`src/rtl/dbh_pkg.sv`:
```
// dbh_pkg: constants and carrier types for the byte-mode bus handover dma
// assumes a single 20 MHz system clock; no software-visible registers
package dbh_pkg;

  // ==========================================================
  // clock and timing counts (in clock periods)
  // ==========================================================
  localparam int CLK_PERIOD_NS  = 50;        // 20 MHz system clock
  localparam int RDY_TO_REQ     = 2;         // ready active to hold request
  localparam int ACK_TO_FIRST   = 4;         // grant to first cycle start
  localparam int RX_RD_TO_WR    = 4;         // io read start to mem write start
  localparam int RX_WR_TO_DROP  = 2;         // mem write start to request drop
  localparam int TX_RD_TO_WR    = 3;         // mem read start to io write start
  localparam int TX_WR_TO_DROP  = 3;         // io write start to request drop
  localparam int DROP_TO_END    = 1;         // request drop to write end
  localparam int MAX_OCCUPANCY  = 13;        // bus periods per byte, ceiling

  // ==========================================================
  // widths and reset values
  // ==========================================================
  localparam int ADDR_W = 16;                // full 64 kbyte reach
  localparam int DATA_W = 8;                 // byte transfers
  localparam logic [15:0] ADDR_RST = 16'h0000;
  localparam logic [7:0]  DATA_RST = 8'h00;
  localparam logic [3:0]  CNT_RST  = 4'h0;

  // ==========================================================
  // types
  // ==========================================================
  typedef enum logic [1:0] {
    DBH_IDLE,
    DBH_WAIT_REQ,
    DBH_WAIT_ACK,
    DBH_XFER
  } dbh_state_t;

  // bus strobes, active low on the pins
  typedef struct packed {
    logic memory_cycle_strobe_n;
    logic io_cycle_strobe_n;
    logic rd_n;
    logic wr_n;
  } dbh_strobes_t;

  localparam dbh_strobes_t STROBES_IDLE = 4'hf;

endpackage
```
`src/rtl/dbh_dma.sv`:
```
// dbh_dma: single-channel byte-mode dma that borrows the system bus per byte
// assumes host grants the bus over a hold request / grant pair, one clock
//
// Functional notes
// (RL1) active-low ready, one byte per activation
// (RL2) hold request two clocks after ready
// (RL3) host grants one clock after its cycle
// (RL4) receive: io read +4, memory write +4
// (RL5) receive: drop request +2, write ends +1
// (RL6) host releases grant one clock after end
// (RL7) transmit: memory read +4, io write +3
// (RL8) transmit: drop request +3, write ends +1
// (RL9) at most thirteen bus periods per byte
// (RL10) host floats bus while we hold it
// (RL11) byte data, sixteen-bit addresses
// (RL12) search compares one byte from either half
// (RL13) float outputs outside granted window
`timescale 1ns/1ns
module dbh_dma (
  // clock and reset
  input  wire logic                  sys_clk,
  input  wire logic                  reset,
  // transfer set-up from local logic
  input  wire logic                  dir_tx,          // 1 memory->io, 0 io->memory
  input  wire logic [15:0]           mem_addr_start,  // first memory address
  input  wire logic [15:0]           io_addr,         // peripheral port address
  input  wire logic [15:0]           match_word,      // search pattern source
  input  wire logic                  match_hi,        // pick upper byte of pattern
  // peripheral ready pin
  input  wire logic                  ready_n,
  // host handshake
  input  wire logic                  bus_hold_grant_n,
  output logic                       bus_hold_request_n,
  // system bus, value and enable per shared pin, plus data input
  output logic [15:0]                addr_o,
  output logic                       addr_oe,
  input  wire logic [7:0]            data_i,
  output logic [7:0]                 data_o,
  output logic                       data_oe,
  output dbh_pkg::dbh_strobes_t      strobes_o,
  output logic                       strobes_oe,
  // status
  output logic                       byte_done,       // one-cycle pulse per byte
  output logic                       match_hit        // last byte equalled pattern
);

  // ==========================================================
  // input synchronisers
  // ==========================================================
  logic rdy_m_r, rdy_s_r, ack_m_r, ack_s_r;  // two stages each
  logic rdy_m_nxt, rdy_s_nxt, ack_m_nxt, ack_s_nxt;

  // pins are asynchronous to our clock
  always_comb begin
    rdy_m_nxt = ~ready_n;
    rdy_s_nxt = rdy_m_r;
    ack_m_nxt = ~bus_hold_grant_n;
    ack_s_nxt = ack_m_r;
  end

  // register the synchronisers
  always_ff @(posedge sys_clk) begin
    if (reset) begin
      rdy_m_r <= 1'b0;
      rdy_s_r <= 1'b0;
      ack_m_r <= 1'b0;
      ack_s_r <= 1'b0;
    end else begin
      rdy_m_r <= rdy_m_nxt;
      rdy_s_r <= rdy_s_nxt;
      ack_m_r <= ack_m_nxt;
      ack_s_r <= ack_s_nxt;
    end
  end

  // ==========================================================
  // search byte selection
  // ==========================================================
  // one byte from either half, never the full word
  function automatic logic [7:0] pick_byte(input logic [15:0] w, input logic hi);
    pick_byte = hi ? w[15:8] : w[7:0];
  endfunction

  // ==========================================================
  // transfer sequencer
  // ==========================================================
  dbh_pkg::dbh_state_t   st_r, st_nxt;       // sequencer state
  logic [3:0]            cnt_r, cnt_nxt;     // period counter
  logic                  armed_r, armed_nxt; // ready seen, waiting for release
  logic                  req_n_r, req_n_nxt; // hold request pin, active low
  logic                  started_r, started_nxt; // a byte has completed since reset
  logic [15:0]           cur_ma;             // memory address of this byte
  logic [15:0]           maddr_r, maddr_nxt; // running memory address
  logic [7:0]            dat_r, dat_nxt;     // byte in flight
  logic [15:0]           ad_r, ad_nxt;       // address pins
  logic                  aoe_r, aoe_nxt;     // address enable
  logic [7:0]            do_r, do_nxt;       // data pins
  logic                  doe_r, doe_nxt;     // data enable
  dbh_pkg::dbh_strobes_t sb_r, sb_nxt;       // strobes
  logic                  soe_r, soe_nxt;     // strobe enable
  logic                  done_r, done_nxt;   // byte pulse
  logic                  hit_r, hit_nxt;     // match flag
  logic [3:0]            t_rd, t_wr, t_drop; // phase marks per direction

  // phase marks counted from grant seen (cnt 0)
  always_comb begin
    t_rd   = 4'(dbh_pkg::ACK_TO_FIRST);
    cur_ma = started_r ? maddr_r : mem_addr_start; // start address until a byte ends
    t_wr   = dir_tx ? 4'(dbh_pkg::ACK_TO_FIRST + dbh_pkg::TX_RD_TO_WR)
                    : 4'(dbh_pkg::ACK_TO_FIRST + dbh_pkg::RX_RD_TO_WR);
    t_drop = dir_tx ? 4'(dbh_pkg::ACK_TO_FIRST + dbh_pkg::TX_RD_TO_WR + dbh_pkg::TX_WR_TO_DROP)
                    : 4'(dbh_pkg::ACK_TO_FIRST + dbh_pkg::RX_RD_TO_WR + dbh_pkg::RX_WR_TO_DROP);
  end

  // next-state logic
  always_comb begin
    st_nxt    = st_r;
    cnt_nxt   = cnt_r;
    armed_nxt = armed_r;
    req_n_nxt = req_n_r;
    started_nxt = started_r | done_r;        // latch first completion
    maddr_nxt = maddr_r;
    dat_nxt   = dat_r;
    ad_nxt    = ad_r;
    aoe_nxt   = aoe_r;
    do_nxt    = do_r;
    doe_nxt   = doe_r;
    sb_nxt    = sb_r;
    soe_nxt   = soe_r;
    done_nxt  = 1'b0;
    hit_nxt   = hit_r;
    if (!rdy_s_r) begin
      armed_nxt = 1'b0;                      // ready released, rearm
    end
    case (st_r)
      dbh_pkg::DBH_IDLE: begin
        // new activation only, one byte each RL1
        if (rdy_s_r && !armed_r) begin
          armed_nxt = 1'b1;
          cnt_nxt   = dbh_pkg::CNT_RST;
          st_nxt    = dbh_pkg::DBH_WAIT_REQ;
        end
      end
      dbh_pkg::DBH_WAIT_REQ: begin
        // request two periods after ready RL2
        if (cnt_r == 4'(dbh_pkg::RDY_TO_REQ - 2)) begin
          req_n_nxt = 1'b0;
          st_nxt  = dbh_pkg::DBH_WAIT_ACK;
        end else begin
          cnt_nxt = cnt_r + 4'h1;
        end
      end
      dbh_pkg::DBH_WAIT_ACK: begin
        // host grants when its cycle ends RL3
        if (ack_s_r) begin
          cnt_nxt = 4'h1;
          st_nxt  = dbh_pkg::DBH_XFER;
          aoe_nxt = 1'b1;                    // drive only once granted RL13
          soe_nxt = 1'b1;
          sb_nxt  = dbh_pkg::STROBES_IDLE;
        end
      end
      dbh_pkg::DBH_XFER: begin
        cnt_nxt = cnt_r + 4'h1;
        if (cnt_r == t_rd - 4'h1) begin
          // first (read) cycle begins RL4 RL7
          sb_nxt.rd_n = 1'b0;
          if (dir_tx) begin
            ad_nxt = cur_ma;                 // RL11
            sb_nxt.memory_cycle_strobe_n = 1'b0;
          end else begin
            ad_nxt = io_addr;
            sb_nxt.io_cycle_strobe_n = 1'b0;
          end
        end
        if (cnt_r == t_wr - 4'h1) begin
          // capture read byte, start write cycle RL4 RL7
          dat_nxt = data_i;
          hit_nxt = (data_i == pick_byte(match_word, match_hi)); // RL12
          sb_nxt  = dbh_pkg::STROBES_IDLE;
          sb_nxt.wr_n = 1'b0;
          do_nxt  = data_i;
          doe_nxt = 1'b1;
          if (dir_tx) begin
            ad_nxt = io_addr;
            sb_nxt.io_cycle_strobe_n = 1'b0;
          end else begin
            ad_nxt = cur_ma;
            sb_nxt.memory_cycle_strobe_n = 1'b0;
          end
        end
        if (cnt_r == t_drop - 4'h1) begin
          req_n_nxt = 1'b1;                  // drop request RL5 RL8
        end
        if (cnt_r == t_drop + 4'(dbh_pkg::DROP_TO_END) - 4'h1) begin
          // write ends, release bus RL5 RL6 RL8 RL13
          sb_nxt    = dbh_pkg::STROBES_IDLE;
          aoe_nxt   = 1'b0;
          doe_nxt   = 1'b0;
          soe_nxt   = 1'b0;
          maddr_nxt = cur_ma + 16'h0001;
          done_nxt  = 1'b1;
          st_nxt    = dbh_pkg::DBH_IDLE;
        end
      end
      default: begin
        st_nxt = dbh_pkg::DBH_IDLE;
      end
    endcase
  end

  // register sequencer state
  always_ff @(posedge sys_clk) begin
    if (reset) begin
      st_r    <= dbh_pkg::DBH_IDLE;
      cnt_r   <= dbh_pkg::CNT_RST;
      armed_r <= 1'b0;
      req_n_r <= 1'b1;
      started_r <= 1'b0;
      maddr_r <= dbh_pkg::ADDR_RST;
      dat_r   <= dbh_pkg::DATA_RST;
      ad_r    <= dbh_pkg::ADDR_RST;
      aoe_r   <= 1'b0;
      do_r    <= dbh_pkg::DATA_RST;
      doe_r   <= 1'b0;
      sb_r    <= dbh_pkg::STROBES_IDLE;
      soe_r   <= 1'b0;
      done_r  <= 1'b0;
      hit_r   <= 1'b0;
    end else begin
      st_r    <= st_nxt;
      cnt_r   <= cnt_nxt;
      armed_r <= armed_nxt;
      req_n_r <= req_n_nxt;
      started_r <= started_nxt;
      maddr_r <= maddr_nxt;
      dat_r   <= dat_nxt;
      ad_r    <= ad_nxt;
      aoe_r   <= aoe_nxt;
      do_r    <= do_nxt;
      doe_r   <= doe_nxt;
      sb_r    <= sb_nxt;
      soe_r   <= soe_nxt;
      done_r  <= done_nxt;
      hit_r   <= hit_nxt;
    end
  end

  // ==========================================================
  // outputs, straight from flip-flops
  // ==========================================================
  always_comb begin
    bus_hold_request_n = req_n_r;
    addr_o     = ad_r;
    addr_oe    = aoe_r;
    data_o     = do_r;
    data_oe    = doe_r;
    strobes_o  = sb_r;
    strobes_oe = soe_r;
    byte_done  = done_r;
    match_hit  = hit_r;
  end

  // ==========================================================
  // assertions
  // ==========================================================
  int unsigned occ_r;                        // periods bus held by us
  always_ff @(posedge sys_clk) begin
    if (reset || !aoe_r) occ_r <= 0;
    else occ_r <= occ_r + 1;
  end
endmodule

```
`config.mk`:
```
export PLATFORM = sky130hd
export DESIGN_NAME = dbh_dma
export DESIGN_NICKNAME = d
export VERILOG_FILES = /design/src/rtl/dbh_pkg.sv /design/src/rtl/dbh_dma.sv
export SDC_FILE = /design/constraint.sdc
export NUM_CORES = 1
export LEC_CHECK = 0
export ABC_AREA = 1
export ABC_CLOCK_PERIOD_IN_PS = 1570
export BUFFER_PORTS_ARGS = -buffer_cell sky130_fd_sc_hd__clkbuf_2
export CAP_MARGIN = 25
export CORE_MARGIN = 5
export CORE_UTILIZATION = 48
export CTS_CLUSTER_SIZE = 8
export DETAILED_ROUTE_END_ITERATION = 7
export GPL_ROUTABILITY_DRIVEN = 0
export HOLD_SLACK_MARGIN = 0.15
export PLACE_DENSITY = 0.87
export SETUP_SLACK_MARGIN = 0.4
export SLEW_MARGIN = 20
export SYNTH_ARGS = -nofsm -noshare
export SYNTH_HDL_FRONTEND = slang
export SYNTH_SLANG_ARGS = --single-unit
```
`constraint.sdc`:
```
create_clock -name sys_clk -period 1.57 [get_ports sys_clk]
set_input_delay 0.314 -clock sys_clk [delete_from_list [all_inputs] [get_ports sys_clk]]
set_output_delay 0.314 -clock sys_clk [all_outputs]
set_load 0.05 [all_outputs]
```
# After elaboration in Yosys (flattened, before gate mapping)

Index checks and enable logic that the tools add are counted.

Register bits: 61
Bits of input ports: 62
Output and inout port bits: 34
Word-level logic and storage cells: 103

Add/sub/neg operators: 3
Equality and inequality tests: 18
Muxes and demuxes: 37
Bitwise logic cells: 4
Reductions and logical operators: 21

Operators by type and width:

| kind                                                               | number |
|---|---|
| 16-bit two-way mux                                                 | 5 |
| 4-bit two-way mux                                                  | 7 |
| 16-bit by 1-bit adder with 16-bit output, second input constant    | 1 |
| 4-bit one-hot mux with 4 select lines                              | 1 |
| 3-bit AND reduction                                                | 5 |
| 1-bit two-way mux                                                  | 14 |
| 2-bit != test, second input constant                               | 6 |
| 4-bit != test, second input constant                               | 3 |
| 4-bit AND reduction                                                | 3 |
| 4-bit == test, second input constant                               | 2 |
| 8-bit == test                                                      | 1 |
| 2-bit two-way mux                                                  | 4 |
| 8-bit two-way mux                                                  | 1 |
| 2-bit one-hot mux with 4 select lines                              | 1 |
| 4-bit one-hot mux with 2 select lines                              | 1 |
| 2-bit AND reduction                                                | 4 |
| 2-bit nonzero test                                                 | 4 |
| 4-bit by 1-bit adder with 4-bit output, second input constant      | 1 |
| 2-bit == test, second input constant                               | 2 |
| 4-bit by 2-bit == test with 1-bit output, second input constant    | 1 |
| 4-bit == test                                                      | 1 |
| 4-bit logical NOT                                                  | 1 |
| 1-bit one-hot mux with 2 select lines                              | 2 |
| 4-bit by 1-bit subtractor with 4-bit output, second input constant | 1 |
| other kinds (9)                                                    | 11 |

# Depth between registers and ports, before layout

Gate-level depths: netlist (run 1).

Depth in word-level cells: 6
Gate-level depth with buffers: 13
Depth with buffers taken out: 11

# Least setup slack after synthesis (run 1)

Ideal clock, no wire load.

Kind: register to register
Start point: reg st_r[0]
End point: reg sb_r, in the netlist strobes_o[3]
Library setup time: 0.129 ns
Arrival time: 1.372 ns
Required time: 1.441 ns
Slack: 0.069 ns
Stages on the path, launching flop included: 11
Clock period less this slack: 1.501 ns
Cell sequence: dfxtp_1 -> inv_1 -> ha_1 -> inv_1 -> nor2_1 -> a21oi_1 -> nand2_1 -> nand2_1 -> nand2_1 -> nand3b_1 -> nand3_1

Word-level cells in the longest chain between the ends: 3
Elaborated cells on any way between the ends: 8
Classes of those cells: 5 x eq/ne; 1 x mux; 2 x reduce/logical

RTL lines:

| element                                         | RTL line       | source |
|---|---|---|
| start: declaration                              | dbh_dma.sv:87  | `dbh_pkg::dbh_state_t st_r, st_nxt;` |
| start signal: assignment                        | dbh_dma.sv:215 | `st_r <= dbh_pkg::DBH_IDLE;` |
| start signal: assignment                        | dbh_dma.sv:231 | `st_r <= st_nxt;` |
| 2-bit == test                                   | dbh_dma.sv:135 | `case (st_r)` |
| 4-bit != test (no line) (tied with other cells) | n/a            |  |
| 4-bit AND reduction (no line)                   | n/a            |  |
| end signal: assignment                          | dbh_dma.sv:226 | `sb_r <= dbh_pkg::STROBES_IDLE;` |
| end signal: assignment                          | dbh_dma.sv:242 | `sb_r <= sb_nxt;` |
| end: declaration                                | dbh_dma.sv:99  | `dbh_pkg::dbh_strobes_t sb_r, sb_nxt;` |

Parallel ways exist; a longest one is shown, timed or not.
A chain may end at the register's enable or synchronous reset.

# Final worst setup path (run 1)

Start point: reg started_r
End point: reg maddr_r[15]

Word-level cells in the longest chain between the ends: 2

RTL lines:

| element                                  | RTL line       | source |
|---|---|---|
| start: declaration                       | dbh_dma.sv:91  | `logic started_r, started_nxt;` |
| start signal: assignment                 | dbh_dma.sv:235 | `started_r <= started_nxt;` |
| 16-bit two-way mux                       | dbh_dma.sv:108 | `cur_ma = started_r ? maddr_r : mem_addr_start;` |
| 16-bit by 1-bit adder with 16-bit output | dbh_dma.sv:201 | `maddr_nxt = cur_ma + 16'h0001;` |
| end signal: assignment                   | dbh_dma.sv:220 | `maddr_r <= dbh_pkg::ADDR_RST;` |
| end signal: assignment                   | dbh_dma.sv:236 | `maddr_r <= maddr_nxt;` |
| end: declaration                         | dbh_dma.sv:93  | `logic [15:0] maddr_r, maddr_nxt;` |

Every way passes these cells.

==> results.txt, run 1 <==
- The run finished, with violations left.
- Violations in the final reports: negative setup slack
- EDFF count, synth: 0
- Port buffering added 95 buffers.
- Cell area after synthesis: 3490 um^2
* Overall overflow remaining after global route: 0
* Clock tree buffer depth: 2
* Syn. warnings: 0
- Final Worst Setup Slack: -612 ps
- In this run, synthesis produced a sequential element count of 61.
- Average detailed-routed wire length per instance: 30.7 um
* Final period util: 139%
* Number of endpoints failing setup at the final stage: 23
- For the finished layout, the period the worst path requires is 2180 ps.
* Largest fanout on the critical path: 12
- The worst pin sits at a relative slew slack of 71.0%.
* Net count reported at finish: 780
- Area of the die: 9070 um^2
- After legalization and detailed placement, the total HPWL measured 7.46 mm.
* Detailed-routing iteration count for the pre-antenna-repair pass: 8
* Maximum number of pins on one net before global-route repair: 20
- The number of antenna diodes in the final layout is 0.
* I/O pin total: 96
- Required time at the endpoint of the critical path: 1870 ps
- Vias in the first global route: 4682
- The H-tree was split into 3 levels.
* Instance area after placement: 4280 um^2
* Leak Pwr: 3.06 nW
- Timing would allow up to 0.458 GHz.
- Traced cell by cell, the critical path runs through inv_8 > buf_12 > nand2_1 > nand2_1 > nor2_2 > nand2_2 > nor2_4 > nand2_1 > nand2_1 > nand3_2 > nand2_1.
- Row count: 31
* Most prevalent standard cell on the critical path: sky130_fd_sc_hd__nand2_1
- Layout cells sized above 1: 66.2%
- For this design the ratio of total power to cell area is 983 nW/um^2.
- The largest individual stage delay along the critical path comes from the cell sky130_fd_sc_hd__dfxtp_4.
* Effective utilization at floorplan: 48.6%
* Clock tree from TritonCTS: yes
- On the worst path, the slowest cell contributes a delay of 450 ps.
* Seq/Total Area, Yosys: 35.0%
- Cell family contributing the most delay on the critical path: simple AND/OR/NAND/NOR gates
- The worst-case IR drop observed on VDD is 0.00112 V.
- The floorplan step set the die width to 95.2 um.
* Critical Path Source Type: flop
- In the global route stage, overall resource usage came out at 33.7%.
- Final max-slew violation count: 0
- Clock tree synthesis selected as its root buffer the cell sky130_fd_sc_hd__clkbuf_8.
* Via count: 5635
- Post-synthesis net count: 599
- For this block, the initial DRC count from the detailed router was 1045.
- Most frequent cells in the layout: sky130_fd_sc_hd__nand2_1, sky130_fd_sc_hd__clkbuf_2, sky130_fd_sc_hd__buf_4, sky130_fd_sc_hd__inv_1, sky130_fd_sc_hd__nand2_2
* Area of combinational cells with multiple inputs: 3130 um^2
* Fill cells: 135
- Clock slew at reported path FFs: 90 ps
- Post-layout total power: 0.00682 W
* CP Data Arrival Time: 2480 ps
* Source-to-sink clock delay at the later pin of the worst-skew pair: 370 ps
- Setup clock skew after layout: 19.5 ps
- Once layout is done, the placed cells without fillers occupy 6930 um^2.
- Leaving out fill and tap cells, the most frequent cell in the layout is sky130_fd_sc_hd__nand2_1.
- Clock sink total: 61
- Endpoint type of the worst setup path: flop
- In the routed design, unresolved DRC markers number 0.
- The count of nets left with antenna violations once routing finished came out at 0.
- Most common flop cell mapped by yosys: sky130_fd_sc_hd__dfxtp_1
- Number of unique standard cell types used by synthesis: 41
- Slew at the pin with the worst max-slew slack: 435 ps
- Relative to the synthesized area, the layout overhead comes to 98.8%.
- In this run the worst hold path is classified as primary input to flop.
- In the final layout, flip-flops and latches occupy 1320 um^2.
- Unrepaired setup endpoints after global routing: yes
- The total count of hold-check failures in the final report was 0.
* First-pass GRT wire length: 23.5 mm
- Total wirelength of the detailed-routed design: 24.9 mm
* Number of buffers created by CTS: 9
- From bottom edge to top edge, the die measures 95.2 um.
- Counting every instance in the synthesized netlist gives 528.
- The critical path in this run is classified as flop to flop.
* Share of synthesized registers carrying an async set or reset: 0%
- Core area: 7180 um^2
- CP bufs+invs: 2
- Average footprint of a synthesized cell: 6.60 um^2
* Detailed-route vias per instance: 6.95
- Initial antenna violation count: 1
* Max-cap violations: 0
[logic make-up after synthesis]
group                      after synthesis  share of synthesized area [%]
buffers and inverters                   86                           11.6
adders and majority gates                9                           3.23
AOI/OAI and AO/OA                      100                           15.9
xor gates and xnor gates                 4                           1.00
and+or+nand+nor                        268                           33.3
DFF                                     61                           35.0
[cell usage after synthesis, types with 4 or more instances]
master / instances / share of area, %
sky130_fd_sc_hd__nand2_1: 160 / 17
sky130_fd_sc_hd__o21ai_2: 4 / 1.0
sky130_fd_sc_hd__o21ai_1: 6 / 0.86
sky130_fd_sc_hd__nor2_1: 43 / 4.6
sky130_fd_sc_hd__a21oi_1: 42 / 6.0
sky130_fd_sc_hd__inv_2: 4 / 0.43
sky130_fd_sc_hd__buf_2: 7 / 1.0
sky130_fd_sc_hd__ha_1: 9 / 3.2
sky130_fd_sc_hd__nand3_1: 30 / 4.3
sky130_fd_sc_hd__nand2_2: 12 / 2.2
sky130_fd_sc_hd__o21ai_0: 33 / 4.7
sky130_fd_sc_hd__nor2_2: 8 / 1.4
sky130_fd_sc_hd__o22ai_1: 5 / 0.90
sky130_fd_sc_hd__dfxtp_1: 61 / 35
sky130_fd_sc_hd__inv_1: 62 / 6.7
[power breakdown]
| group | internal, W | leakage [nW] | switching [W] |
|---|---|---|---|
| clock network | 0.000729 | 0.0974 | 0.000744 |
| logic | 0.00144 | 2.45 | 0.00201 |
| registers | 0.00168 | 0.515 | 0.000223 |
[per-stage QoR]
| step | instances | setup TNS, ps | worst slack, ps | util (%) | hold slack [ps] |
|---|---|---|---|---|---|
| 2_1_floorplan | 528 | 0 | 153 | - | 381 |
| 3_3_place_gp | 715 | 0 | 87.7 | 59.6 | 390 |
| 3_5_place_dp | 715 | 0 | 31.8 | 59.6 | 398 |
| 4_1_cts | 765 | 0 | 119 | 81.5 | 191 |
| 5_1_grt | 811 | -6090 | -718 | 96.6 | 199 |
| 6_report | 811 | -3550 | -612 | 96.6 | 194 |
[per-layer routing]
metal | vias up | track usage (%) | share of wire (%)
li1 | 2045 | - | -
met1 | 2505 | 38.2 | 31
met2 | 741 | 54.6 | 42
met3 | 340 | 9.08 | 15
met4 | 4 | 23.3 | 12
met5 | - | 0 | 0.032
[worst paths after layout]
kind                                            from                        to  slack (ps)  cells past startpoint
worst max-delay path            started_r$_SDFF_PP0_  maddr_r[15]$_SDFFE_PP0P_        -610                     11
worst min register to register    ack_m_r$_SDFF_PP0_        ack_s_r$_SDFF_PP0_         450                      2
worst max register to register  started_r$_SDFF_PP0_  maddr_r[15]$_SDFFE_PP0P_        -610                     11
worst min-delay path                     io_addr[10]   addr_o[10]$_SDFFE_PP0P_         190                      3
[final cells by class]
class	count	area share, %
Timing Repair inverter	3	0.632
Clock buffer	13	2.58
Multi-Input combinational cell	387	45.1
Inverter	68	5.00
Tap cell	99	1.79
Clock inverter	1	0.0722
Sequential cell	61	19.1
Timing Repair Buffer	179	25.8
[flip-flops by register name, indices dropped and copies added (netlist names)]
signal / cells
bus_hold_request_n: 1
strobes_oe: 1
strobes_o: 4
rdy_s_r: 1
ack_s_r: 1
rdy_m_r: 1
armed_r: 1
cnt_r: 4
addr_o: 16
ack_m_r: 1
data_oe: 1
byte_done: 1
started_r: 1
st_r: 2
data_o: 8
maddr_r: 16
match_hit: 1
[worst reg2reg max path, stage by stage (launching register included)]
cell and delay, ps:
sky130_fd_sc_hd__dfxtp_4 450, sky130_fd_sc_hd__inv_8 70, sky130_fd_sc_hd__buf_12 150, sky130_fd_sc_hd__nand2_1 60, sky130_fd_sc_hd__nand2_1 160, sky130_fd_sc_hd__nor2_2 260
sky130_fd_sc_hd__nand2_2 120, sky130_fd_sc_hd__nor2_4 200, sky130_fd_sc_hd__nand2_1 150, sky130_fd_sc_hd__nand2_1 270, sky130_fd_sc_hd__nand3_2 130, sky130_fd_sc_hd__nand2_1 90
[timing repair]
item / in CTS / in global routing
gates resized for setup: 257 / 201
hold buffers: 2 / 0
gates cloned: 10 / 0
endpoints found under the hold margin: 2 / 0
endpoints found under the setup margin: 89 / 89
pin swaps: 55 / 53
buffers inserted: 24 / 46
(Power assumes the default switching activity.)
==> run 2: changes to the inputs <==
--- a/config.mk
+++ b/config.mk
@@ -9,6 +9,7 @@
 export ABC_CLOCK_PERIOD_IN_PS = 1570
 export BUFFER_PORTS_ARGS = -buffer_cell sky130_fd_sc_hd__clkbuf_2
 export CAP_MARGIN = 25
+export CORE_ASPECT_RATIO = 1.25
 export CORE_MARGIN = 5
 export CORE_UTILIZATION = 48
 export CTS_CLUSTER_SIZE = 8
==> run 2 against run 1 <==
  * The run now fails in 5_1_grt
  * Synthesized area unchanged
  * Synthesized cell count unchanged
==> results.txt, run 2 <==
* Syn. warnings: 0
* Run status: aborted with a tool error
* H-tree levels: 3
* EDFF count, synth: 0
* Clock tree buffer depth: 2
- Synthesis inferred 61 register bits.
- First error in the log: [ERROR DPL-0038] Utilization greater than 100%, impossible to legalize
- Post-synthesis net count: 599
- For this configuration, the core starts out at a cell density of 49.7%.
- In this run, placement finished with an instance count of 705.
- Detailed placement finished with a half-perimeter wire length of 7.63 mm.
- Seq/Total Area, Yosys: 35.0%
- For this run, asynchronously set or reset flops after synthesis account for 0%.
- Cell type with the highest aggregate area in the netlist: sky130_fd_sc_hd__dfxtp_1
- Counting every instance in the synthesized netlist gives 528.
- Cell area after synthesis: 3490 um^2
- For this design the top-level I/O count stands at 96.
- Yosys mapped the design onto 41 distinct sky130hd cell types.
- After the last repair the worst path ends at a sequential cell input.
- Clock tree synthesis inserted a total of 9 buffers.
- Most common cell in the netlist: sky130_fd_sc_hd__nand2_1
- For this design, the sink count on the clock tree is 61.
- After global-route timing repair, the worst endpoint was maddr_r[12]$_SDFFE_PP0P_/D.
- Chip height: 105 um
- The die is 86.2 um wide.
- In the synthesized netlist the dominant register cell turns out to be sky130_fd_sc_hd__dfxtp_1.
* Number of buffers inserted by port buffering: 95
* Main area contributors after synthesis: sky130_fd_sc_hd__dfxtp_1, sky130_fd_sc_hd__nand2_1, sky130_fd_sc_hd__inv_1
- The average instance in the mapped netlist occupies 6.60 um^2.
- Post-placement worst setup slack: -11.1 ps
- The run ended at 5_1_grt.
* Row count: 34
- Clock tree synthesis selected as its root buffer the cell sky130_fd_sc_hd__clkbuf_8.
* Post-synth top cells: sky130_fd_sc_hd__nand2_1, sky130_fd_sc_hd__inv_1, sky130_fd_sc_hd__dfxtp_1
- Post-synth top area share: 35.0%
- Maximum number of pins on one net before global-route repair: 18
## run 2: cell counts after synthesis
Identical to the previous run, type by type.
## run 2: cells by family after synthesis
group                    after synthesis  synth area share, %
XOR/XNOR                               4                 1.00
adder cells (fa/ha/maj)                9                 3.23
buffers and inverters                 86                 11.6
AO/OA/AOI/OAI                        100                 15.9
AND/OR/NAND/NOR                      268                 33.3
flip-flops                            61                 35.0
## run 2: stage by stage
stage	area, um^2	setup TNS (ps)
2_1_floorplan	3770	0
3_3_place_gp	4300	0
3_5_place_dp	4300	-11.1
4_1_cts	5900	0
## run 2: what timing repair did
action | 4_1_cts
buffers inserted | 25
gates resized for setup | 233
hold buffers | 2
gates cloned | 8
hold endpoints to repair | 2
pin swaps | 28
endpoints found under the setup margin | 89
==> run 3: changes to the inputs <==
==> config.mk (replaced) <==
export PLATFORM = sky130hd
export DESIGN_NAME = dbh_dma
export DESIGN_NICKNAME = d
export VERILOG_FILES = /design/src/rtl/dbh_pkg.sv /design/src/rtl/dbh_dma.sv
export SDC_FILE = /design/constraint.sdc
export NUM_CORES = 1
export LEC_CHECK = 0
export ABC_AREA = 1
export ABC_CLOCK_PERIOD_IN_PS = 2000
export BUFFER_PORTS_ARGS = -buffer_cell sky130_fd_sc_hd__clkbuf_2
export CAP_MARGIN = 25
export CORE_MARGIN = 5
export CORE_UTILIZATION = 40
export DETAILED_ROUTE_END_ITERATION = 7
export GPL_ROUTABILITY_DRIVEN = 0
export PLACE_DENSITY_LB_ADDON = 0.15
export SLEW_MARGIN = 20
export SYNTH_ARGS = -nofsm -noshare
export SYNTH_HDL_FRONTEND = slang
export SYNTH_SLANG_ARGS = --single-unit
==> constraint.sdc (replaced) <==
create_clock -name sys_clk -period 2 [get_ports sys_clk]
set_input_delay 0.4 -clock sys_clk [delete_from_list [all_inputs] [get_ports sys_clk]]
set_output_delay 0.4 -clock sys_clk [all_outputs]
set_load 0.05 [all_outputs]
==> run 3 against run 2 <==
  * The run now ends clean
==> results.txt, run 3 (synthesized netlist as in run 1, its figures left out) <==
* CTS Root Buffer Type: sky130_fd_sc_hd__clkbuf_8
- In this design, the largest share of critical-path delay is due to simple AND/OR/NAND/NOR gates.
* Source-to-sink clock delay at the later pin of the worst-skew pair: 340 ps
- The tree built by TritonCTS fans out to 61 sinks.
* Largest stage delay on the critical path: 410 ps
- The first global-routing pass estimated 15.5 mm of wire.
- Of the cells placed in the final design, the portion with a size suffix greater than 1 is 24.6%.
- Commonest non-fill, non-tap cell in the layout: sky130_fd_sc_hd__nand2_1
- Area of combinational cells with multiple inputs: 1860 um^2
* Endpoint type of the worst setup path: flop
* Leak Pwr: 2.16 nW
- Peak supply drop: 0.000809 V
- 96 I/O pins were placed.
- The core region is 8590 um^2.
* Area Overhead vs Synth: 21.4%
- Post-CTS timing repair inserted 0 buffers for setup.
* Required time at the endpoint of the critical path: 2220 ps
- The initial antenna violation count came to 0.
- Among all stages on the critical path, the largest delay is contributed by sky130_fd_sc_hd__dfxtp_1.
- The via count of the first global-routing pass was 3391.
- Count of endpoints failing hold in the final timing report: 0
* Fill cells: 888
- The run finished with clean final reports.
- Area of the die: 10700 um^2
- Setup violations remaining at the end of the flow were counted as 0.
* Largest fanout on the critical path: 5
* DP Cell Count: 721
- Overall overflow remaining after global route: 0
* Upper clock frequency limit: 0.560 GHz
- The first detailed-routing pass ran for 4 iterations.
* Number of violations reported at the end of detailed-routing iteration 0: 132
* Average detailed-routed wire length per instance: 12.8 um
* H-tree levels: 3
* Die outline width: 103 um
- Max-cap violations: 0
* Critical Setup Path Class: flop to flop
- Effective utilization at floorplan: 40.6%
- Once layout is done, the placed cells without fillers occupy 4230 um^2.
- For the pin with the worst max-slew slack, the measured transition is 430 ps.
* Min Tclk post-route: 1790 ps
- The final layout contains routed wiring with a total length of 9.45 mm.
- After the last flow step, the layout net total stands at 695.
- Minimum hold slack: 205 ps
* Via count: 3562
- Dividing the final minimum period by the clock period gives 89.3%.
- Chip height: 103 um
* Normalized max-slew margin: 71.3%
- Cells fill 49.3% of the core in the end.
* Cts hold-fix bufs: 0
* CP Data Arrival Time: 2000 ps
* Most frequent cells in the layout: sky130_fd_sc_hd__nand2_1, sky130_fd_sc_hd__clkbuf_2, sky130_fd_sc_hd__inv_1, sky130_fd_sc_hd__dfxtp_1, sky130_fd_sc_hd__nor2_1
- The critical path contains buffers and inverters numbering 2 combined.
* Clock tree buffer depth: 2
* Final max-slew violation count: 0
- The path class of the tightest hold or removal check is primary input to flop.
- The design draws 0.00351 W.
- Setup clock skew after layout: 5.56 ps
- Reg area: 1220 um^2
- Entering global routing, the biggest net connects 20 pins.
- The count of nets left with antenna violations once routing finished came out at 0.
- Clock tree from TritonCTS: yes
- Number of buffers inserted by port buffering: 95
- Ordered cell list for the critical path: inv_1 > ha_1 > inv_1 > nor2_1 > nor2_1 > nand2_1 > o21ai_0 > nor3b_1
- Gr usage total: 18.4%
- After floorplanning, the core was divided into 34 placement rows.
- Unrepaired setup endpoints after global routing: yes
- Instance area after placement: 4020 um^2
- Number of DRC violations after detailed routing: 0
- Detailed-route vias per instance: 4.83
* Ratio of total power to cell area: 829 nW/um^2
* Number of antenna cells inserted: 0
- STA classifies the critical path startpoint as a flop.
- Finished Layout Cells: 737
- Half-perimeter wire length of the detailed placement result: 7.36 mm
- Number of buffers created by CTS: 9
- Clock-pin slew was measured on the worst setup and hold paths at 70 ps.
[run 3: routing by layer]
metal | GRT usage (%) | wire, um | vias up
li1 | - | - | 1866
met5 | 0 | 0 | -
met4 | 4.58 | 124 | 0
met2 | 31.3 | 4640 | 84
met1 | 23.0 | 4130 | 1602
met3 | 5.23 | 546 | 10
[run 3: stage by stage]
stage / setup TNS, ps / worst slack, ps
floorplan: 0 / 499
global placement: 0 / 250
detailed placement: 0 / 218
CTS: 0 / 216
global route: -13.5 / -13.5
finish: 0 / 215
[run 3: worst paths after layout]
kind / from / slack, ps / depth (start not counted) / to
max: st_r[0]$_SDFFE_PP0P_ / 210 / 8 / cnt_r[3]$_SDFFE_PP0P_
min: bus_hold_grant_n / 210 / 2 / ack_m_r$_SDFF_PP0_
max reg2reg: st_r[0]$_SDFFE_PP0P_ / 210 / 8 / cnt_r[3]$_SDFFE_PP0P_
min reg2reg: ack_m_r$_SDFF_PP0_ / 400 / 2 / ack_s_r$_SDFF_PP0_
[run 3: area by class of cell]
cell class              count  area share, %
well taps                 108           3.19
multi-input cells         381           44.0
inverters                  68           6.26
flip-flops and latches     61           28.8
repair buffers            103           12.6
clock buffers               9           2.93
clock inverters             7           2.13
[run 3: repair_timing]
item / CTS / global route
endpoints found under the setup margin: 0 / 1
gates resized for setup: 0 / 0
endpoints found under the hold margin: 0 / 0
[run 3: power breakdown]
part | leakage, nW | internal [W] | switching, W | total [W]
sequential | 0.494 | 0.00129 | 0.0000763 | 0.00137
clock | 0.105 | 0.000694 | 0.000500 | 0.00119
combinational | 1.56 | 0.000306 | 0.000639 | 0.000945
total | 2.16 | 0.00229 | 0.00122 | 0.00351
==> run 4: changes to the inputs <==
--- a/config.mk
+++ b/config.mk
@@ -9,11 +9,12 @@
 export ABC_CLOCK_PERIOD_IN_PS = 2000
 export BUFFER_PORTS_ARGS = -buffer_cell sky130_fd_sc_hd__clkbuf_2
 export CAP_MARGIN = 25
-export CORE_MARGIN = 5
+export CORE_MARGIN = 3
 export CORE_UTILIZATION = 40
 export DETAILED_ROUTE_END_ITERATION = 7
 export GPL_ROUTABILITY_DRIVEN = 0
 export PLACE_DENSITY_LB_ADDON = 0.15
+export RECOVER_POWER = 50
 export SLEW_MARGIN = 20
 export SYNTH_ARGS = -nofsm -noshare
 export SYNTH_HDL_FRONTEND = slang
==> run 4 against run 3 <==
  * Count of clock-buffer cells in the layout increased by 2
  * Via count decreased by 0.45%
  * Maximum frequency decreased by 1.0%
  * First-iteration DRC count decreased by 31%
  * Combinational power about the same
  * Sequential share of layout area increased by 0.44 points
  * Power decreased by 3.8%
  * Final cell count decreased by 0.14%
  * Clock skew increased by 5.8 ps
  * Non-clock buffer count increased by 2
  * Critical path depth unchanged
  * Critical endpoint is now maddr_r[14]$_SDFFE_PP0P_
==> results.txt, run 4 (synthesized netlist as in run 1, its figures left out) <==
- Run status: completed
- Once detail routing completed, the nets flagged for antenna violations numbered 0.
- Setup repair after global routing left no endpoint under its margin.
* Layout cells sized above 1: 18.9%
- The number of antenna diodes in the final layout is 0.
- Buffers added to address setup during post-CTS repair amount to 0.
* Gr usage total: 19.4%
- Number of buffers inserted by port buffering: 95
- Count of endpoints failing hold in the final timing report: 0
* Fill cells: 870
- Peak supply drop: 0.000554 V
* Cts hold-fix bufs: 0
- Commonest non-fill, non-tap cell in the layout: sky130_fd_sc_hd__nand2_1
- In the final design database the tool counted 697 nets.
- The root buffer cell chosen for the clock tree is sky130_fd_sc_hd__clkbuf_8.
- Clock tree buffer depth: 2
* Overall overflow remaining after global route: 0
- In this run the core area contains 33 standard-cell rows.
- The startpoint identified for the worst register-to-register timing path is started_r$_SDFF_PP0_.
- Post-layout total power: 0.00338 W
- Number of buffers created by CTS: 9
* Final period util: 90.2%
- Normalized max-slew margin: 56.7%
* Total wirelength of the detailed-routed design: 9.14 mm
- Max-cap violations: 0
* H-tree levels: 3
* Initial antenna violation count: 0
- Counting I/O delays and the setup requirement, the final critical path takes 1800 ps.
* Upper clock frequency limit: 0.554 GHz
- The critical path ends at maddr_r[14]$_SDFFE_PP0P_.
* Endpoint type of the worst setup path: flop
- After detailed routing, the number of remaining DRC violations is 0.
* Die outline width: 99.4 um
- Core area: 8340 um^2
- Slew at the pin with the worst max-slew slack: 652 ps
* Final max-slew violation count: 0
- From bottom edge to top edge, the die measures 99.4 um.
- Data arrives at the worst endpoint at 2020 ps.
* Setup clock skew after layout: 11.3 ps
* Critical-path cell with the highest stage delay: sky130_fd_sc_hd__dfxtp_1
* Critical Setup Path Class: flop to flop
- The critical path starts at started_r$_SDFF_PP0_.
* Number of violations reported at the end of detailed-routing iteration 0: 91
* Via count: 3546
- Most frequent cells in the layout: sky130_fd_sc_hd__nand2_1, sky130_fd_sc_hd__inv_1, sky130_fd_sc_hd__dfxtp_1, sky130_fd_sc_hd__clkbuf_2, sky130_fd_sc_hd__nor2_1
- In the final routed layout, each cell accounts on average for 12.4 um.
* Clock slew at reported path FFs: 70 ps
- Effective utilization at floorplan: 41.8%
- Ordered cell list for the critical path: inv_8 > o21ai_4 > ha_1 > nand3_2 > nor2_8 > nand4_1 > nand3_1 > nand2_1
- In the routed layout, each cell is associated on average with a via count of 4.82.
- Compared with the post-synthesis result, the final layout area differs by 19.6%.
* Number of cell instances on the worst register-to-register path: 8
- Critical register-to-register path endpoint: maddr_r[14]$_SDFFE_PP0P_
- Ratio of total power to cell area: 810 nW/um^2
- Area of the die: 9870 um^2
- The via count of the first global-routing pass came to 3456.
- After clock tree synthesis, the repair step resized 0 gates.
- Leak Pwr: 2.05 nW
* Clock sink total: 61
- Source-to-sink clock delay at the later pin of the worst-skew pair: 330 ps
* I/O pin total: 96
* Maximum number of pins on one net before global-route repair: 20
- R2R setup slack: 200 ps
- Largest fanout on the critical path: 19
- For the worst setup path, the data required time is 2220 ps.
- Once detailed placement completed, the half-perimeter wirelength came to 7.20 mm.
* Clock tree from TritonCTS: yes
* Critical Path Source Type: flop
- For this run, the detailed router's first-pass iteration total came to 4.
- Setup violations remaining at the end of the flow were counted as 0.
- The first global-routing pass estimated 15.8 mm of wire.
* Largest stage delay on the critical path: 560 ps
* Total Negative Setup Slacks: 0 ps
* Path class of the lowest-slack min-delay path: primary input to flop
-- run 4: cell types whose count changed in the layout (fill, tap and decap cells not counted), sizes merged --
| cell | change |
|---|---|
| bufinv | -1 |
| clkbuf | +4 |
| clkinv | +1 |
| clkinvlp | -2 |
-- run 4: stage by stage --
stage | hold WS, ps | utilization [%] | setup slack, ps | cell area [um^2] | instances
after global routing | 199 | 50.0 | 1.69 | 4170 | 736
after detailed placement | 392 | 48.3 | 217 | 4030 | 720
after global placement | 390 | 48.3 | 259 | 4030 | 720
after CTS | 190 | 50.6 | 202 | 4220 | 736
final | 211 | 50.0 | 196 | 4170 | 736
after floorplan | 388 | - | 499 | 3490 | 528
-- run 4: worst min path at each step --
stage	slack (ps)	cells past startpoint	to	start
after global routing	200	2	ack_m_r$_SDFF_PP0_	bus_hold_grant_n
after floorplan	390	2	ack_s_r$_SDFF_PP0_	ack_m_r$_SDFF_PP0_
after CTS	190	2	ack_m_r$_SDFF_PP0_	bus_hold_grant_n
after detailed placement	390	2	rdy_s_r$_SDFF_PP0_	rdy_m_r$_SDFF_PP0_
final	210	2	ack_m_r$_SDFF_PP0_	bus_hold_grant_n
after global placement	390	2	rdy_s_r$_SDFF_PP0_	rdy_m_r$_SDFF_PP0_
-- run 4: final cells by class --
type	instances	area, um^2	area share, %
clock inverters	5	50.0	1.20
flip-flops and latches	61	1220	29.3
multi-input cells	381	1860	44.6
well taps	105	131	3.15
inverters	68	265	6.36
repair buffers	105	500	12.0
clock buffers	11	141	3.39
-- run 4: worst max-delay path: cells and delay by family, from the launching register on --
| family | cells | cell delay [ps] |
|---|---|---|
| adders and majority gates | 1 | 230 |
| and+or+nand+nor | 5 | 600 |
| AOI/OAI and AO/OA | 1 | 190 |
| DFF | 1 | 560 |
| buffers and inverters | 1 | 120 |
-- run 4: layer usage --
layer / part of all wire [%] / track usage (%) / vias to the layer above
met2: 49 / 34.1 / 68
met4: 0.90 / 4.62 / 0
met3: 4.0 / 4.49 / 10
met1: 46 / 23.9 / 1602
met5: 0 / 0 / -
li1: - / - / 1866
-- run 4: power breakdown --
group	internal, W	switching, W
Sequential	0.00129	0.0000745
Combinational	0.000298	0.000647
Clock	0.000601	0.000460
Total	0.00219	0.00118
